## config.mk

```make
export PLATFORM = sky130hd
export DESIGN_NAME = vibration_input_conditioning
export DESIGN_NICKNAME = d
export VERILOG_FILES = /design/src/hw/vic_pkg.sv /design/src/hw/vibration_input_conditioning.sv
export SDC_FILE = /design/constraint.sdc
export NUM_CORES = 2
export LEC_CHECK = 0
export ABC_AREA = 1
export BUFFER_PORTS_ARGS = -buffer_cell sky130_fd_sc_hd__buf_2
export CAP_MARGIN = 10
export CORE_MARGIN = 10
export CORE_UTILIZATION = 55
export DETAILED_ROUTE_END_ITERATION = 12
export GPL_TIMING_DRIVEN = 1
export PLACE_DENSITY = 0.72
export SLEW_MARGIN = 20
export SYNTH_ARGS = -nofsm -noshare
export SYNTH_HDL_FRONTEND = slang
export SYNTH_SLANG_ARGS = --single-unit
```

## constraint.sdc

```tcl
create_clock -name CLOCK -period 20.9 [get_ports CLOCK]
set_input_delay 3.135 -clock CLOCK [delete_from_list [all_inputs] [get_ports CLOCK]]
set_output_delay 3.135 -clock CLOCK [all_outputs]
set_load 0.01 [all_outputs]
```

## src/hw/vic_pkg.sv

```systemverilog
// Purpose: shared constants, types and register map of the vibration input conditioning block
// Assumes: 50 MHz CLOCK, two channels, 16-bit signed samples
// Notes: byte offsets on the register bus; channel 1 sits one channel stride above channel 0
`default_nettype none

package vic_pkg;
    // ************************************************************
    // sizes and clocking
    // ************************************************************
    localparam int NCH = 2;
    localparam int DW = 16;
    localparam int FIFO_DEPTH = 8;
    localparam int CLK_PERIOD_NS = 20;
    localparam int HOLD_TIME_NS = 100000;
    localparam int HOLD_CYCLES = (HOLD_TIME_NS + CLK_PERIOD_NS - 1) / CLK_PERIOD_NS;

    // ************************************************************
    // register map
    // ************************************************************
    localparam logic [7:0] REG_CTRL = 8'h00;
    localparam logic [7:0] REG_UOFS = 8'h04;
    localparam logic [7:0] REG_UGAIN = 8'h08;
    localparam logic [7:0] REG_VOFS = 8'h0c;
    localparam logic [7:0] REG_VGAIN = 8'h10;
    localparam logic [7:0] REG_STAT = 8'h14;
    localparam logic [7:0] REG_RATE = 8'h80;
    localparam int CH_SEL_BIT = 6;
    localparam logic [7:0] CH_OFS_MASK = 8'h3f;
    localparam logic [7:0] RATE_MASK = 8'hbf;
    localparam int CTRL_FILT_LSB = 0;
    localparam int CTRL_UEN_BIT = 4;
    localparam int CTRL_VEN_BIT = 5;
    localparam int CTRL_AOFS_BIT = 6;
    localparam int CTRL_LVL_LSB = 8;
    localparam int STAT_HOLD_BIT = 16;
    localparam int STAT_GAIN20_BIT = 17;

    // ************************************************************
    // arithmetic
    // ************************************************************
    localparam int GAIN_FRAC = 14;
    localparam int AVG_FRAC = 20;
    localparam int AVG_W = DW + AVG_FRAC;
    localparam logic [4:0] AVG_BASE_SHIFT = 5'h0c;
    localparam logic [15:0] GAIN_ONE = 16'h4000;
    localparam logic signed [33:0] SAT_MAX = 34'sh0_0000_7fff;
    localparam logic signed [33:0] SAT_MIN = -34'sh0_0000_8000;

    typedef enum logic [2:0] {
        FC_10HZ, FC_100HZ, FC_500HZ, FC_1KHZ, FC_5KHZ, FC_10KHZ, FC_25KHZ, FC_2KHZ
    } filt_code_t;

    typedef struct packed {
        filt_code_t filt;
        logic user_en;
        logic vend_en;
        logic aofs_en;
        logic [2:0] lvl;
        logic [15:0] uofs;
        logic [15:0] ugain;
        logic [15:0] vofs;
        logic [15:0] vgain;
    } chan_cfg_t;

    localparam chan_cfg_t CFG_RESET = '{FC_10KHZ, 1'b0, 1'b1, 1'b0, 3'h0, 16'h0000, GAIN_ONE, 16'h0000, GAIN_ONE};

    typedef struct packed {
        filt_code_t filt;
        logic gain20;
        logic [1:0] aa_pre;
        logic [1:0] aa_post;
    } analog_ctrl_t;

    typedef struct packed {
        logic ch;
        logic cycle_start;
        logic [15:0] value;
    } out_word_t;

    localparam int OUT_W = $bits(out_word_t);
endpackage : vic_pkg

`default_nettype wire

```

## src/hw/vibration_input_conditioning.sv

```systemverilog
// Purpose: per-channel filter selection, calibration and active offset adjustment, sync-paced delivery
// Assumes: converter samples arrive on CLOCK; sync events arrive as pins; master drives Avalon-MM
// Notes: corrected samples leave through an 8-word FIFO with valid/ready
//
// Notes on behaviour
// - each channel has a selectable hardware fifth-order Butterworth low-pass stage.
// - anti-aliasing stages follow the selected cutoff automatically.
// - cutoff codes 0..7 map to 10,100,500,1k,5k,10k,25k,2k Hz.
// - the 10 Hz code switches on an extra gain of twenty.
// - no bypass; every code selects a cutoff.
// - filter setting is held and written per channel.
// - a filter change briefly suspends delivery of new samples.
// - with offset adjustment on, a long-term sample average runs continuously.
// - the average replaces the vendor offset; the user offset becomes zero, or the average when the vendor stage is off; gains stay as set.
// - averaging weight level 0..7 is 1/4096 halving down to 1/524288.
// - offset adjustment has its own enable per channel.
// - user stage subtracts user offset then scales by user gain, else passes.
`default_nettype none

// ************************************************************
// sample fifo
// ************************************************************
module sample_fifo #(
    parameter int WIDTH = 8,
    parameter int DEPTH = 8
) (
    // clock and reset
    input wire logic clock,
    input wire logic reset,
    // fill side
    input wire logic in_valid,
    output logic in_ready,
    input wire logic [WIDTH-1:0] in_data,
    // drain side, registered head
    output logic out_valid,
    input wire logic out_ready,
    output logic [WIDTH-1:0] out_data
);
    localparam int AW = $clog2(DEPTH);
    logic [WIDTH-1:0] mem [DEPTH];
    logic [AW-1:0] wr_ptr_reg;
    logic [AW-1:0] rd_ptr_reg;
    logic [AW:0] count_reg;
    logic out_valid_reg;
    logic [WIDTH-1:0] out_data_reg;
    logic push;
    logic pop;

    assign in_ready = (count_reg < (AW + 1)'(DEPTH));
    assign push = in_valid && in_ready;
    assign pop = (count_reg != '0) && (!out_valid_reg || out_ready);
    assign out_valid = out_valid_reg;
    assign out_data = out_data_reg;

    always_ff @(posedge clock) begin
        if (push) begin
            mem[wr_ptr_reg] <= in_data;
        end
    end

    always_ff @(posedge clock) begin
        if (reset) begin
            wr_ptr_reg <= '0;
            rd_ptr_reg <= '0;
            count_reg <= '0;
        end else begin
            if (push) begin
                wr_ptr_reg <= AW'((wr_ptr_reg + 1'b1) % DEPTH);
            end
            if (pop) begin
                rd_ptr_reg <= AW'((rd_ptr_reg + 1'b1) % DEPTH);
            end
            count_reg <= count_reg + (AW + 1)'(push) - (AW + 1)'(pop);
        end
    end

    always_ff @(posedge clock) begin
        if (reset) begin
            out_valid_reg <= 1'b0;
            out_data_reg <= '0;
        end else if (pop) begin
            out_valid_reg <= 1'b1;
            out_data_reg <= mem[rd_ptr_reg];
        end else if (out_ready) begin
            out_valid_reg <= 1'b0;
        end
    end
endmodule : sample_fifo

// ************************************************************
// conditioning top
// ************************************************************
module vibration_input_conditioning #(
    parameter int HOLDOFF_CYCLES = vic_pkg::HOLD_CYCLES
) (
    // clock and reset
    input wire logic CLOCK,
    input wire logic RESET,
    // avalon-mm slave
    input wire logic [7:0] AVS_ADDRESS,
    input wire logic AVS_READ,
    input wire logic AVS_WRITE,
    input wire logic [31:0] AVS_WRITEDATA,
    input wire logic [3:0] AVS_BYTEENABLE,
    output logic [31:0] AVS_READDATA,
    output logic AVS_WAITREQUEST,
    // sync event pins
    input wire logic SYNC0,
    input wire logic SYNC1,
    // converter samples, same clock
    input wire logic [vic_pkg::NCH-1:0] ADC_VALID,
    input wire logic [vic_pkg::NCH-1:0][15:0] ADC_DATA,
    // analog filter control
    output vic_pkg::analog_ctrl_t [vic_pkg::NCH-1:0] ANALOG_CTRL,
    // corrected sample stream
    output logic OUT_VALID,
    input wire logic OUT_READY,
    output vic_pkg::out_word_t OUT_DATA
);
    import vic_pkg::*;

    typedef enum {ST_IDLE, ST_CH0, ST_CH1} deliver_state_t;

    chan_cfg_t cfg_reg [NCH];
    analog_ctrl_t [NCH-1:0] analog_reg;
    logic [12:0] hold_reg [NCH];
    logic signed [AVG_W-1:0] acc_reg [NCH];
    logic [15:0] x_reg [NCH];
    logic [NCH-1:0] have_reg;
    logic [2:0] s0_sync_reg;
    logic [2:0] s1_sync_reg;
    logic cycle_flag_reg;
    logic [15:0] rate_cnt_reg;
    logic [15:0] rate_reg;
    logic wait_reg;
    logic [31:0] rdata_reg;
    deliver_state_t state_reg;
    logic sync0_evt;
    logic sync1_evt;
    logic cur_ch;
    logic deliverable;
    logic fifo_ready;
    logic push;
    logic wr_go;
    logic [31:0] rd_mux;
    logic [15:0] cond_val;
    out_word_t push_word;

    function automatic logic [15:0] sat16(input logic signed [33:0] v);
        if (v > SAT_MAX) begin
            return 16'h7fff;
        end else if (v < SAT_MIN) begin
            return 16'h8000;
        end
        return v[15:0];
    endfunction : sat16

    // subtract an offset, then scale by an unsigned fixed-point gain
    function automatic logic [15:0] cal_step(input logic [15:0] x, input logic [15:0] off, input logic [15:0] gain);
        logic signed [16:0] d;
        logic signed [33:0] p;
        d = $signed({x[15], x}) - $signed({off[15], off});
        p = d * $signed({1'b0, gain});
        return sat16(p >>> GAIN_FRAC);
    endfunction : cal_step

    function automatic logic [31:0] be_merge(input logic [31:0] old, input logic [31:0] nw, input logic [3:0] be);
        logic [31:0] r;
        r = old;
        for (int i = 0; i < 4; i++) begin
            if (be[i]) begin
                r[8*i +: 8] = nw[8*i +: 8];
            end
        end
        return r;
    endfunction : be_merge

    function automatic logic [1:0] aa_band(input filt_code_t f);
        unique case (f)
            FC_10HZ, FC_100HZ: return 2'h0;
            FC_500HZ, FC_1KHZ, FC_2KHZ: return 2'h1;
            FC_5KHZ, FC_10KHZ: return 2'h2;
            FC_25KHZ: return 2'h3;
        endcase
    endfunction : aa_band

    function automatic logic [15:0] avg_of(input logic signed [AVG_W-1:0] acc);
        return acc[AVG_FRAC +: DW];
    endfunction : avg_of

    function automatic logic [31:0] ctrl_word(input chan_cfg_t c);
        logic [31:0] w;
        w = '0;
        w[CTRL_FILT_LSB +: 3] = c.filt;
        w[CTRL_UEN_BIT] = c.user_en;
        w[CTRL_VEN_BIT] = c.vend_en;
        w[CTRL_AOFS_BIT] = c.aofs_en;
        w[CTRL_LVL_LSB +: 3] = c.lvl;
        return w;
    endfunction : ctrl_word

    // ************************************************************
    // sync event pins
    // ************************************************************
    always_ff @(posedge CLOCK) begin
        if (RESET) begin
            s0_sync_reg <= '0;
            s1_sync_reg <= '0;
        end else begin
            s0_sync_reg <= {s0_sync_reg[1:0], SYNC0};
            s1_sync_reg <= {s1_sync_reg[1:0], SYNC1};
        end
    end

    // edges are taken between the second and third stage only
    assign sync0_evt = s0_sync_reg[1] && !s0_sync_reg[2];
    assign sync1_evt = s1_sync_reg[1] && !s1_sync_reg[2];

    // ************************************************************
    // register bus
    // ************************************************************
    assign wr_go = AVS_WRITE && !wait_reg;

    always_comb begin
        logic ch;
        chan_cfg_t c;
        ch = AVS_ADDRESS[CH_SEL_BIT];
        c = cfg_reg[ch];
        rd_mux = '0;
        if ((AVS_ADDRESS & RATE_MASK) == REG_RATE) begin
            rd_mux = {16'h0000, rate_reg};
        end else if (!AVS_ADDRESS[7]) begin
            unique case (AVS_ADDRESS & CH_OFS_MASK)
                REG_CTRL: rd_mux = ctrl_word(c);
                REG_UOFS: rd_mux = {16'h0000, c.uofs};
                REG_UGAIN: rd_mux = {16'h0000, c.ugain};
                REG_VOFS: rd_mux = {16'h0000, c.vofs};
                REG_VGAIN: rd_mux = {16'h0000, c.vgain};
                REG_STAT: begin
                    rd_mux = {16'h0000, avg_of(acc_reg[ch])};
                    rd_mux[STAT_HOLD_BIT] = (hold_reg[ch] != '0);
                    rd_mux[STAT_GAIN20_BIT] = analog_reg[ch].gain20;
                end
                default: rd_mux = '0;
            endcase
        end
    end

    // one wait state: the answer is ready at the second edge of every request
    always_ff @(posedge CLOCK) begin
        if (RESET) begin
            wait_reg <= 1'b1;
            rdata_reg <= '0;
        end else if ((AVS_READ || AVS_WRITE) && wait_reg) begin
            wait_reg <= 1'b0;
            rdata_reg <= rd_mux;
        end else begin
            wait_reg <= 1'b1;
        end
    end

    assign AVS_WAITREQUEST = wait_reg;
    assign AVS_READDATA = rdata_reg;

    // ************************************************************
    // per-channel configuration
    // ************************************************************
    always_ff @(posedge CLOCK) begin
        if (RESET) begin
            for (int i = 0; i < NCH; i++) begin
                cfg_reg[i] <= CFG_RESET;
            end
        end else if (wr_go && !AVS_ADDRESS[7]) begin
            for (int i = 0; i < NCH; i++) begin
                if (AVS_ADDRESS[CH_SEL_BIT] == 1'(i)) begin
                    logic [31:0] m;
                    m = be_merge(rd_mux, AVS_WRITEDATA, AVS_BYTEENABLE);
                    unique case (AVS_ADDRESS & CH_OFS_MASK)
                        REG_CTRL: begin
                            cfg_reg[i].filt <= filt_code_t'(m[CTRL_FILT_LSB +: 3]);
                            cfg_reg[i].user_en <= m[CTRL_UEN_BIT];
                            cfg_reg[i].vend_en <= m[CTRL_VEN_BIT];
                            cfg_reg[i].aofs_en <= m[CTRL_AOFS_BIT];
                            cfg_reg[i].lvl <= m[CTRL_LVL_LSB +: 3];
                        end
                        REG_UOFS: cfg_reg[i].uofs <= m[15:0];
                        REG_UGAIN: cfg_reg[i].ugain <= m[15:0];
                        REG_VOFS: cfg_reg[i].vofs <= m[15:0];
                        REG_VGAIN: cfg_reg[i].vgain <= m[15:0];
                        default: ;
                    endcase
                end
            end
        end
    end

    // ************************************************************
    // analog filter control and change holdoff
    // ************************************************************
    always_ff @(posedge CLOCK) begin
        if (RESET) begin
            for (int i = 0; i < NCH; i++) begin
                analog_reg[i] <= '{FC_10KHZ, 1'b0, aa_band(FC_10KHZ), aa_band(FC_10KHZ)};
            end
        end else begin
            for (int i = 0; i < NCH; i++) begin
                analog_reg[i].filt <= cfg_reg[i].filt;
                analog_reg[i].gain20 <= (cfg_reg[i].filt == FC_10HZ);
                analog_reg[i].aa_pre <= aa_band(cfg_reg[i].filt);
                analog_reg[i].aa_post <= aa_band(cfg_reg[i].filt);
            end
        end
    end

    assign ANALOG_CTRL = analog_reg;

    // a changed code restarts the holdoff; samples converted meanwhile are dropped
    always_ff @(posedge CLOCK) begin
        if (RESET) begin
            for (int i = 0; i < NCH; i++) begin
                hold_reg[i] <= '0;
            end
        end else begin
            for (int i = 0; i < NCH; i++) begin
                if (analog_reg[i].filt != cfg_reg[i].filt) begin
                    hold_reg[i] <= 13'(HOLDOFF_CYCLES);
                end else if (hold_reg[i] != '0) begin
                    hold_reg[i] <= hold_reg[i] - 13'h0001;
                end
            end
        end
    end

    // ************************************************************
    // sample capture
    // ************************************************************
    always_ff @(posedge CLOCK) begin
        if (RESET) begin
            have_reg <= '0;
            for (int i = 0; i < NCH; i++) begin
                x_reg[i] <= '0;
            end
        end else begin
            for (int i = 0; i < NCH; i++) begin
                if (hold_reg[i] != '0) begin
                    have_reg[i] <= 1'b0;
                end else if (ADC_VALID[i]) begin
                    x_reg[i] <= ADC_DATA[i];
                    have_reg[i] <= 1'b1;
                end
            end
        end
    end

    // ************************************************************
    // correction path
    // ************************************************************
    assign cur_ch = (state_reg == ST_CH1);

    always_comb begin
        chan_cfg_t c;
        logic [15:0] avg;
        logic [15:0] yh;
        logic [15:0] voff;
        logic [15:0] uoff;
        c = cfg_reg[cur_ch];
        avg = avg_of(acc_reg[cur_ch]);
        voff = c.aofs_en ? avg : c.vofs;
        uoff = c.aofs_en ? (c.vend_en ? 16'h0000 : avg) : c.uofs;
        yh = c.vend_en ? cal_step(x_reg[cur_ch], voff, c.vgain) : x_reg[cur_ch];
        cond_val = c.user_en ? cal_step(yh, uoff, c.ugain) : yh;
    end

    assign deliverable = have_reg[cur_ch] && (hold_reg[cur_ch] == '0);
    assign push = (state_reg != ST_IDLE) && deliverable && fifo_ready;
    assign push_word = '{cur_ch, cycle_flag_reg, cond_val};

    // long-term average: acc += (x - acc) * 2^-(12 + level)
    always_ff @(posedge CLOCK) begin
        if (RESET) begin
            for (int i = 0; i < NCH; i++) begin
                acc_reg[i] <= '0;
            end
        end else if (push && cfg_reg[cur_ch].aofs_en) begin
            logic signed [AVG_W:0] diff;
            diff = (AVG_W + 1)'($signed({x_reg[cur_ch], {AVG_FRAC{1'b0}}})) - (AVG_W + 1)'(acc_reg[cur_ch]);
            acc_reg[cur_ch] <= acc_reg[cur_ch] + AVG_W'(diff >>> (AVG_BASE_SHIFT + 5'(cfg_reg[cur_ch].lvl)));
        end
    end

    // ************************************************************
    // sync-paced delivery
    // ************************************************************
    always_ff @(posedge CLOCK) begin
        if (RESET) begin
            state_reg <= ST_IDLE;
        end else begin
            unique case (state_reg)
                ST_IDLE: if (sync0_evt) state_reg <= ST_CH0;
                ST_CH0: if (push || !deliverable) state_reg <= ST_CH1;
                ST_CH1: if (push || !deliverable) state_reg <= ST_IDLE;
            endcase
        end
    end

    // the cycle mark sits on the first word after a second-sync edge; a new edge wins over the clear
    always_ff @(posedge CLOCK) begin
        if (RESET) begin
            cycle_flag_reg <= 1'b0;
        end else if (sync1_evt) begin
            cycle_flag_reg <= 1'b1;
        end else if (push) begin
            cycle_flag_reg <= 1'b0;
        end
    end

    // first-sync events counted per full cycle give the oversampling factor seen
    always_ff @(posedge CLOCK) begin
        if (RESET) begin
            rate_cnt_reg <= '0;
            rate_reg <= '0;
        end else if (sync1_evt) begin
            rate_reg <= rate_cnt_reg;
            rate_cnt_reg <= 16'(sync0_evt);
        end else if (sync0_evt) begin
            rate_cnt_reg <= rate_cnt_reg + 16'h0001;
        end
    end

    sample_fifo #(
        .WIDTH(OUT_W),
        .DEPTH(FIFO_DEPTH)
    ) u_fifo (
        .clock(CLOCK),
        .reset(RESET),
        .in_valid(push),
        .in_ready(fifo_ready),
        .in_data(push_word),
        .out_valid(OUT_VALID),
        .out_ready(OUT_READY),
        .out_data(OUT_DATA)
    );
endmodule : vibration_input_conditioning

`default_nettype wire

```

Word-level counts from Yosys, hierarchy flattened

Memory sizes are Yosys's and may differ from the RTL's. A register that Yosys moved wholly into a read port is not among the register bits.
Cells that the tools add are included.

Bits of input ports: 85
Logic and storage cells: 274
Bits in read-only memories: 64
Memories: 9
Register bits after elaboration: 125
Bits in writable memories: 420

Multipliers: 2
$lt $le $gt $ge: 7
Eq/ne operators: 14
Mux-type cells: 148
Reduce and logical (&&, ||, !) cells: 38
Shift operators: 1
Bitwise operators: 24
Add/sub/neg operators: 12

Memories:

| name             | depth | width | rd ports | clocked after memory_dff | write ports | line                                | RTL |
|---|---|---|---|---|---|---|---|
| cfg_reg          | 2     | 73    | 4        | 0                        | 2           | vibration_input_conditioning.sv:124 | `chan_cfg_t cfg_reg [NCH];` |
| u_fifo.mem       | 8     | 18    | 1        | 1                        | 1           | vibration_input_conditioning.sv:40  | `logic [WIDTH-1:0] mem [DEPTH];` |
| acc_reg          | 2     | 36    | 2        | 0                        | 2           | vibration_input_conditioning.sv:127 | `logic signed [AVG_W-1:0] acc_reg [NCH];` |
| x_reg            | 2     | 16    | 1        | 0                        | 2           | vibration_input_conditioning.sv:128 | `logic [15:0] x_reg [NCH];` |
| hold_reg         | 2     | 13    | 4        | 0                        | 2           | vibration_input_conditioning.sv:126 | `logic [12:0] hold_reg [NCH];` |
| (name not given) | 8     | 2     | 1        | 1                        | 0           | vibration_input_conditioning.sv:179 | `unique case (f)` |
| 3 more memories  | -     | -     | -        | -                        | -           | -                                   |  |

Operators by type and width:

| operator                                                                | count |
|---|---|
| 16-bit 2-to-1 mux                                                       | 21 |
| 32-bit 2-to-1 mux                                                       | 5 |
| 8-bit 2-to-1 mux                                                        | 14 |
| 18-bit case mux with 6 select lines                                     | 1 |
| 32-bit case mux with 3 select lines                                     | 1 |
| 1-bit 2-to-1 mux                                                        | 95 |
| 17-bit by 17-bit multiplier with 34-bit output                          | 2 |
| 13-bit 2-to-1 mux                                                       | 4 |
| 20-bit by 16-bit > comparator with 1-bit output (second input constant) | 2 |
| 20-bit by 16-bit < comparator with 1-bit output (second input constant) | 2 |
| 13-bit nonzero test                                                     | 3 |
| 37-bit by 5-bit >>> shifter with 36-bit output                          | 1 |
| 36-bit by 36-bit subtractor with 37-bit output                          | 1 |
| 36-bit adder                                                            | 1 |
| 36-bit 2-to-1 mux                                                       | 1 |
| 36-bit OR reduction                                                     | 1 |
| 16-bit by 16-bit subtractor with 17-bit output                          | 2 |
| 32-bit by 1-bit == test with 1-bit output (second input constant)       | 1 |
| 32-bit by 2-bit == test with 1-bit output (second input constant)       | 1 |
| 32-bit by 3-bit == test with 1-bit output (second input constant)       | 1 |
| 32-bit logical NOT                                                      | 1 |
| 32-bit nonzero test                                                     | 1 |
| 13-bit by 1-bit subtractor with 13-bit output (second input constant)   | 2 |
| 1-bit bitwise OR                                                        | 24 |
| 25 further kinds                                                        | 58 |

Logic depth before layout (Yosys ltp)

An unclocked memory read counts as a cell.

Depth in word-level cells: 17
Mapped depth: 101
Gate-level depth less buffers: 95

By module

A second synthesis with hierarchy kept.

Cells, all modules: 6624
Area, all modules: 51983.6 um^2

By module, submodules not included:

| module                       | area each (um^2) | cells an instance | times used |
|---|---|---|---|
| vibration_input_conditioning | 44721.6          | 5913              | 1 |
| sample_fifo                  | 7262.0           | 711               | 1 |

Least setup slack after synthesis

OpenSTA, ideal clock, no wires.

Path kind: reg2reg
From: register state_reg[0]
To: memory u_fifo.mem[0][10] (netlist name) (data pin)
Period minus slack after synthesis: 16.690 ns
Setup time: 0.284 ns
Slack: 4.210 ns
Required time: 20.616 ns
Stages on the path, launching flop included: 95
Arrival: 16.407 ns
Path through: dfxtp_1 -> inv_1 -> ha_1 -> buf_2 -> clkbuf_1 -> clkbuf_1 -> buf_1 -> o21ai_0 -> o21ai_0 -> ha_1 -> inv_1 -> fa_1 -> nand3_1 -> nand2_1 -> nand2_1 -> nand2_1 -> a21oi_1 -> inv_1 -> [59 not listed] -> fa_1 -> inv_1 -> ha_1 -> nand2_1 -> inv_1 -> a21boi_0 -> nand2_1 -> a21oi_1 -> nand2_1 -> nand2_1 -> nand2_1 -> nor2_1 -> nand2_1 -> nand2_1 -> clkbuf_1 -> o21ai_0 -> nand2_1 -> nand2_1

Longest elaborated chain between the ends: 17
Elaborated cells on any way between the ends: 25

Ends and longest elaborated chain:

| what                                                             | line                                | RTL |
|---|---|---|
| from (decl)                                                      | vibration_input_conditioning.sv:137 | `deliver_state_t state_reg;` |
| from (signal assigned)                                           | vibration_input_conditioning.sv:396 | `state_reg <= ST_IDLE;` |
| from (signal assigned)                                           | vibration_input_conditioning.sv:399 | `ST_IDLE: if (sync0_evt) state_reg <= ST_CH0;` |
| from (signal assigned)                                           | vibration_input_conditioning.sv:400 | `ST_CH0: if (push \|\| !deliverable) state_reg <= ST_CH1;` |
| 32-bit by 3-bit == test with 1-bit output *                      | vibration_input_conditioning.sv:358 | `assign cur_ch = (state_reg == ST_CH1);` |
| memory read 2 x 73 bit or memory read 2 x 36 bit (tied branches) | -                                   |  |
| 16-bit 2-to-1 mux                                                | vibration_input_conditioning.sv:368 | `voff = c.aofs_en ? avg : c.vofs;` |
| 16-bit by 16-bit subtractor with 17-bit output                   | vibration_input_conditioning.sv:162 | `d = $signed({x[15], x}) - $signed({off[15], off});` |
| 17-bit by 17-bit multiplier with 34-bit output                   | vibration_input_conditioning.sv:163 | `p = d * $signed({1'b0, gain});` |
| 20-bit by 16-bit < comparator with 1-bit output                  | vibration_input_conditioning.sv:152 | `end else if (v < SAT_MIN) begin` |
| 1-bit 2-to-1 mux                                                 | vibration_input_conditioning.sv:152 |  |
| 1-bit 2-to-1 mux                                                 | vibration_input_conditioning.sv:150 | `if (v > SAT_MAX) begin` |
| [2 not listed]                                                   | -                                   |  |
| 16-bit by 16-bit subtractor with 17-bit output                   | vibration_input_conditioning.sv:162 |  |
| 17-bit by 17-bit multiplier with 34-bit output                   | vibration_input_conditioning.sv:163 |  |
| 20-bit by 16-bit < comparator with 1-bit output                  | vibration_input_conditioning.sv:152 |  |
| 1-bit 2-to-1 mux                                                 | vibration_input_conditioning.sv:152 |  |
| 1-bit 2-to-1 mux                                                 | vibration_input_conditioning.sv:150 |  |
| 16-bit 2-to-1 mux                                                | vibration_input_conditioning.sv:155 | `return v[15:0];` |
| 16-bit 2-to-1 mux *                                              | vibration_input_conditioning.sv:371 | `cond_val = c.user_en ? cal_step(yh, uoff, c.ugain) : yh;` |
| named net cond_val[10]                                           | vibration_input_conditioning.sv:146 | `logic [15:0] cond_val;` |
| to (decl)                                                        | vibration_input_conditioning.sv:40  |  |

Mark *: on every way through the listed nets, which the timed path passes. The rest lies on a longest branch.

Worst setup path after layout

From: register state_reg[0]
To: memory u_fifo.mem[1][0] (netlist name) (data pin)

Same word-level chain as after synthesis.

==> results.cfg <==
[run_status]
status = finished clean

[setup_path]
critPathRequiredTime_ns = 21.20
rrSetupSlack_ns = 1.35
r2r_end = u_fifo.mem[1][0]$_DFFE_PP_
crit-reg2reg-launch = state_reg[0]$_SDFFE_PP0P_
cp_max_fo = 46
start_kind = register
crit_top_cell = nand2_1
critical-path-top-delay-family = adder cells
slowest_stage = fa_1
crit_buf_inv = 17
critPathMaxStageDelay_ns = 0.92
crit_type = register to register
arrival_ns = 19.85
cp-end-kind = register
reg2reg_depth = 84

[routing]
drcViolationCount = 0
wl_um = 157500
avgViaCountPerCell = 5.639
avgRoutedWirePerCell_um = 20.45
drt_iter0_drc = 4737
antenna_left = 0
dr.pass1.iters = 6
via_count = 43423

[logic_synthesis]
async_flop_share_pct = 0
synth_edf_count = 420
ys_seq_area_share_pct = 28.72
synth_cell_types = 66
synth_top_flop_cell = edfxtp_1
synth_cells = 6330
syn_area_um2 = 50960
ys.warnings.count = 0
ys_ff_latch = 521
avgSynthCellArea_um2 = 8.050

[min_path]
hp-start = s1_sync_reg[0]$_SDFF_PP0_
min_path_cells = 2
hp-class = register to register
min_to = s1_sync_reg[1]$_SDFF_PP0_

[layout]
fin_area_um2 = 54860
nets = 7314
final_cell_count_no_fill = 7701
syn_to_final_growth_pct = 7.664
largest_reg_flops = 146
drive_above_1_share_pct = 6.334
fill_cells = 8331

[global_route]
grt_max_degree = 76
gr-usage-met2_pct = 45.38
grt_usage_pct = 29.56
grt_overflow = 0
grt_busiest_layer = met2
met1_usage_pct = 39.15
antenna_found_initial = 3
grt_pass1_vias = 42979
grt_pass1_wl_um = 244600
met3_usage_pct = 8.378

[floorplanning]
initial_utilization_pct = 55.51
coreArea_um2 = 91800
pin_count = 153
die_h_um = 324.4
chipWidth_um = 324.4
die_area_um2 = 105200
row_count = 111

[sta]
slew_headroom_pct = 21.13
grt_setup_unrepaired = false
finalClockSkew_ns = 0.04839
fin_crit_ns = 19.55
finalHoldViolations = 0
max_slew.worst_pin.slew_ns = 1.171
tns_ns = 0
fin_hold_ws_ns = 0.4078
fmax_mhz = 51.15
setup_viol = 0
finalMaxSlewViolations = 0
timing.final.crit_share_pct = 93.53

[clock_tree]
cts_buffers = 57
cts.sinks = 521
cts_tree = built
cts_resized = 0
clk_latency_ns = 0.66
ctsRootBufferMaster = clkbuf_16
cts_max_level = 2
cts_setup_buffers = 0
path_clk_slew_ns = 0.06
cts_hold_buf = 0
clock_path_buffers = 3

[place]
place_congestion = 1.031
dp_cells = 7595
portBuffers = 120
post_dp_cell_area_um2 = 53000
dp_hpwl_um = 123800

[job]
drv_cap = 0
area by class of cell:
cell class	instances	area, um^2	area share [%]
multi-input cells	4350	30800	56.14
flip-flops and latches	521	14640	26.68
inverters	1277	4793	8.737
well taps	1243	1555	2.835
clock buffers	69	1491	2.719
repair buffers	204	1231	2.244
clock inverters	36	355.3	0.6477
diodes	1	2.502	0.004561
Yosys cell counts, drive strengths merged (33+ instances only):
master	number	area, um^2
a21oi	270	1355
a31oi	33	206.5
buf	71	412.9
clkbuf	124	466.7
dfxtp	101	2022
edfxtp	420	12610
fa	547	10950
ha	271	3391
inv	1253	4703
nand2	1231	4651
nand3	289	1456
nor2	879	3342
nor3	44	230.2
o21ai	365	1864
or2	44	275.3
xnor2	59	524.3
xor2	67	586.8
routing by layer:
metal | up-vias | share of wire (%)
li1 | 20026 | -
met2 | 2171 | 44
met4 | 6 | 4.7
met5 | - | 0.018
met3 | 363 | 12
met1 | 20857 | 40
how the worst max path moves through the flow:
stage                                        endpoint  slack (ns)  cells after the start                       from
final                      u_fifo.mem[1][0]$_DFFE_PP_        1.35                     84  state_reg[0]$_SDFFE_PP0P_
after global routing      u_fifo.mem[1][10]$_DFFE_PP_        0.06                     86  state_reg[0]$_SDFFE_PP0P_
after CTS                 u_fifo.mem[1][10]$_DFFE_PP_        1.62                     87  state_reg[0]$_SDFFE_PP0P_
after detailed placement   u_fifo.mem[0][0]$_DFFE_PP_        1.74                     87  state_reg[0]$_SDFFE_PP0P_
after global placement    u_fifo.mem[4][10]$_DFFE_PP_        2.03                     87  state_reg[0]$_SDFFE_PP0P_
after floorplan           u_fifo.mem[0][10]$_DFFE_PP_        4.21                     94  state_reg[0]$_SDFFE_PP0P_
cell families after synthesis:
kind of cell,synth area share [%]
other cells,0.007359
simple gates,20.36
fa+ha+maj,28.14
flops,28.72
buf+inv,11.13
compound gates,9.459
xor+xnor,2.180
worst min-delay path, delay by kind of cell, from the launching register on:
| family | cells | cell delay, ns |
|---|---|---|
| flip-flops | 1 | 0.30 |
| AND/OR/NAND/NOR | 1 | 0.03 |
| buffers and inverters | 1 | 0.04 |
metrics by stage:
stage / util (%) / setup slack [ns]
after floorplan: - / 4.210
after global placement: 57.74 / 2.026
after detailed placement: 57.74 / 1.737
after CTS: 59.75 / 1.624
after global routing: 59.76 / 0.06298
final: 59.76 / 1.351
cell usage in the layout (no fill, tap or decap), types with 8 or more instances in the layout:
cell	count
a211oi_1	24
a21o_1	12
a21oi_1	268
a221oi_1	20
a31oi_1	32
buf_2	120
buf_4	84
clkbuf_1	10
clkbuf_16	57
clkinv_1	36
clkinv_2	12
conb_1	14
dfxtp_1	100
edfxtp_1	420
fa_1	547
ha_1	269
inv_1	1235
inv_2	18
nand2_1	1219
nand2_2	12
nand3_1	287
nand3b_1	11
nand4_1	26
nor2_1	867
nor2_2	8
nor3_1	34
nor3_2	9
o211ai_1	22
o21ai_0	321
o21ai_1	32
o21ai_2	12
o21bai_1	20
o221ai_1	20
o22ai_1	28
or2_2	43
xnor2_1	57
xor2_1	67
Power is not shown: default switching activity piles up to over one toggle a cycle in this logic, so the estimate is an artifact.
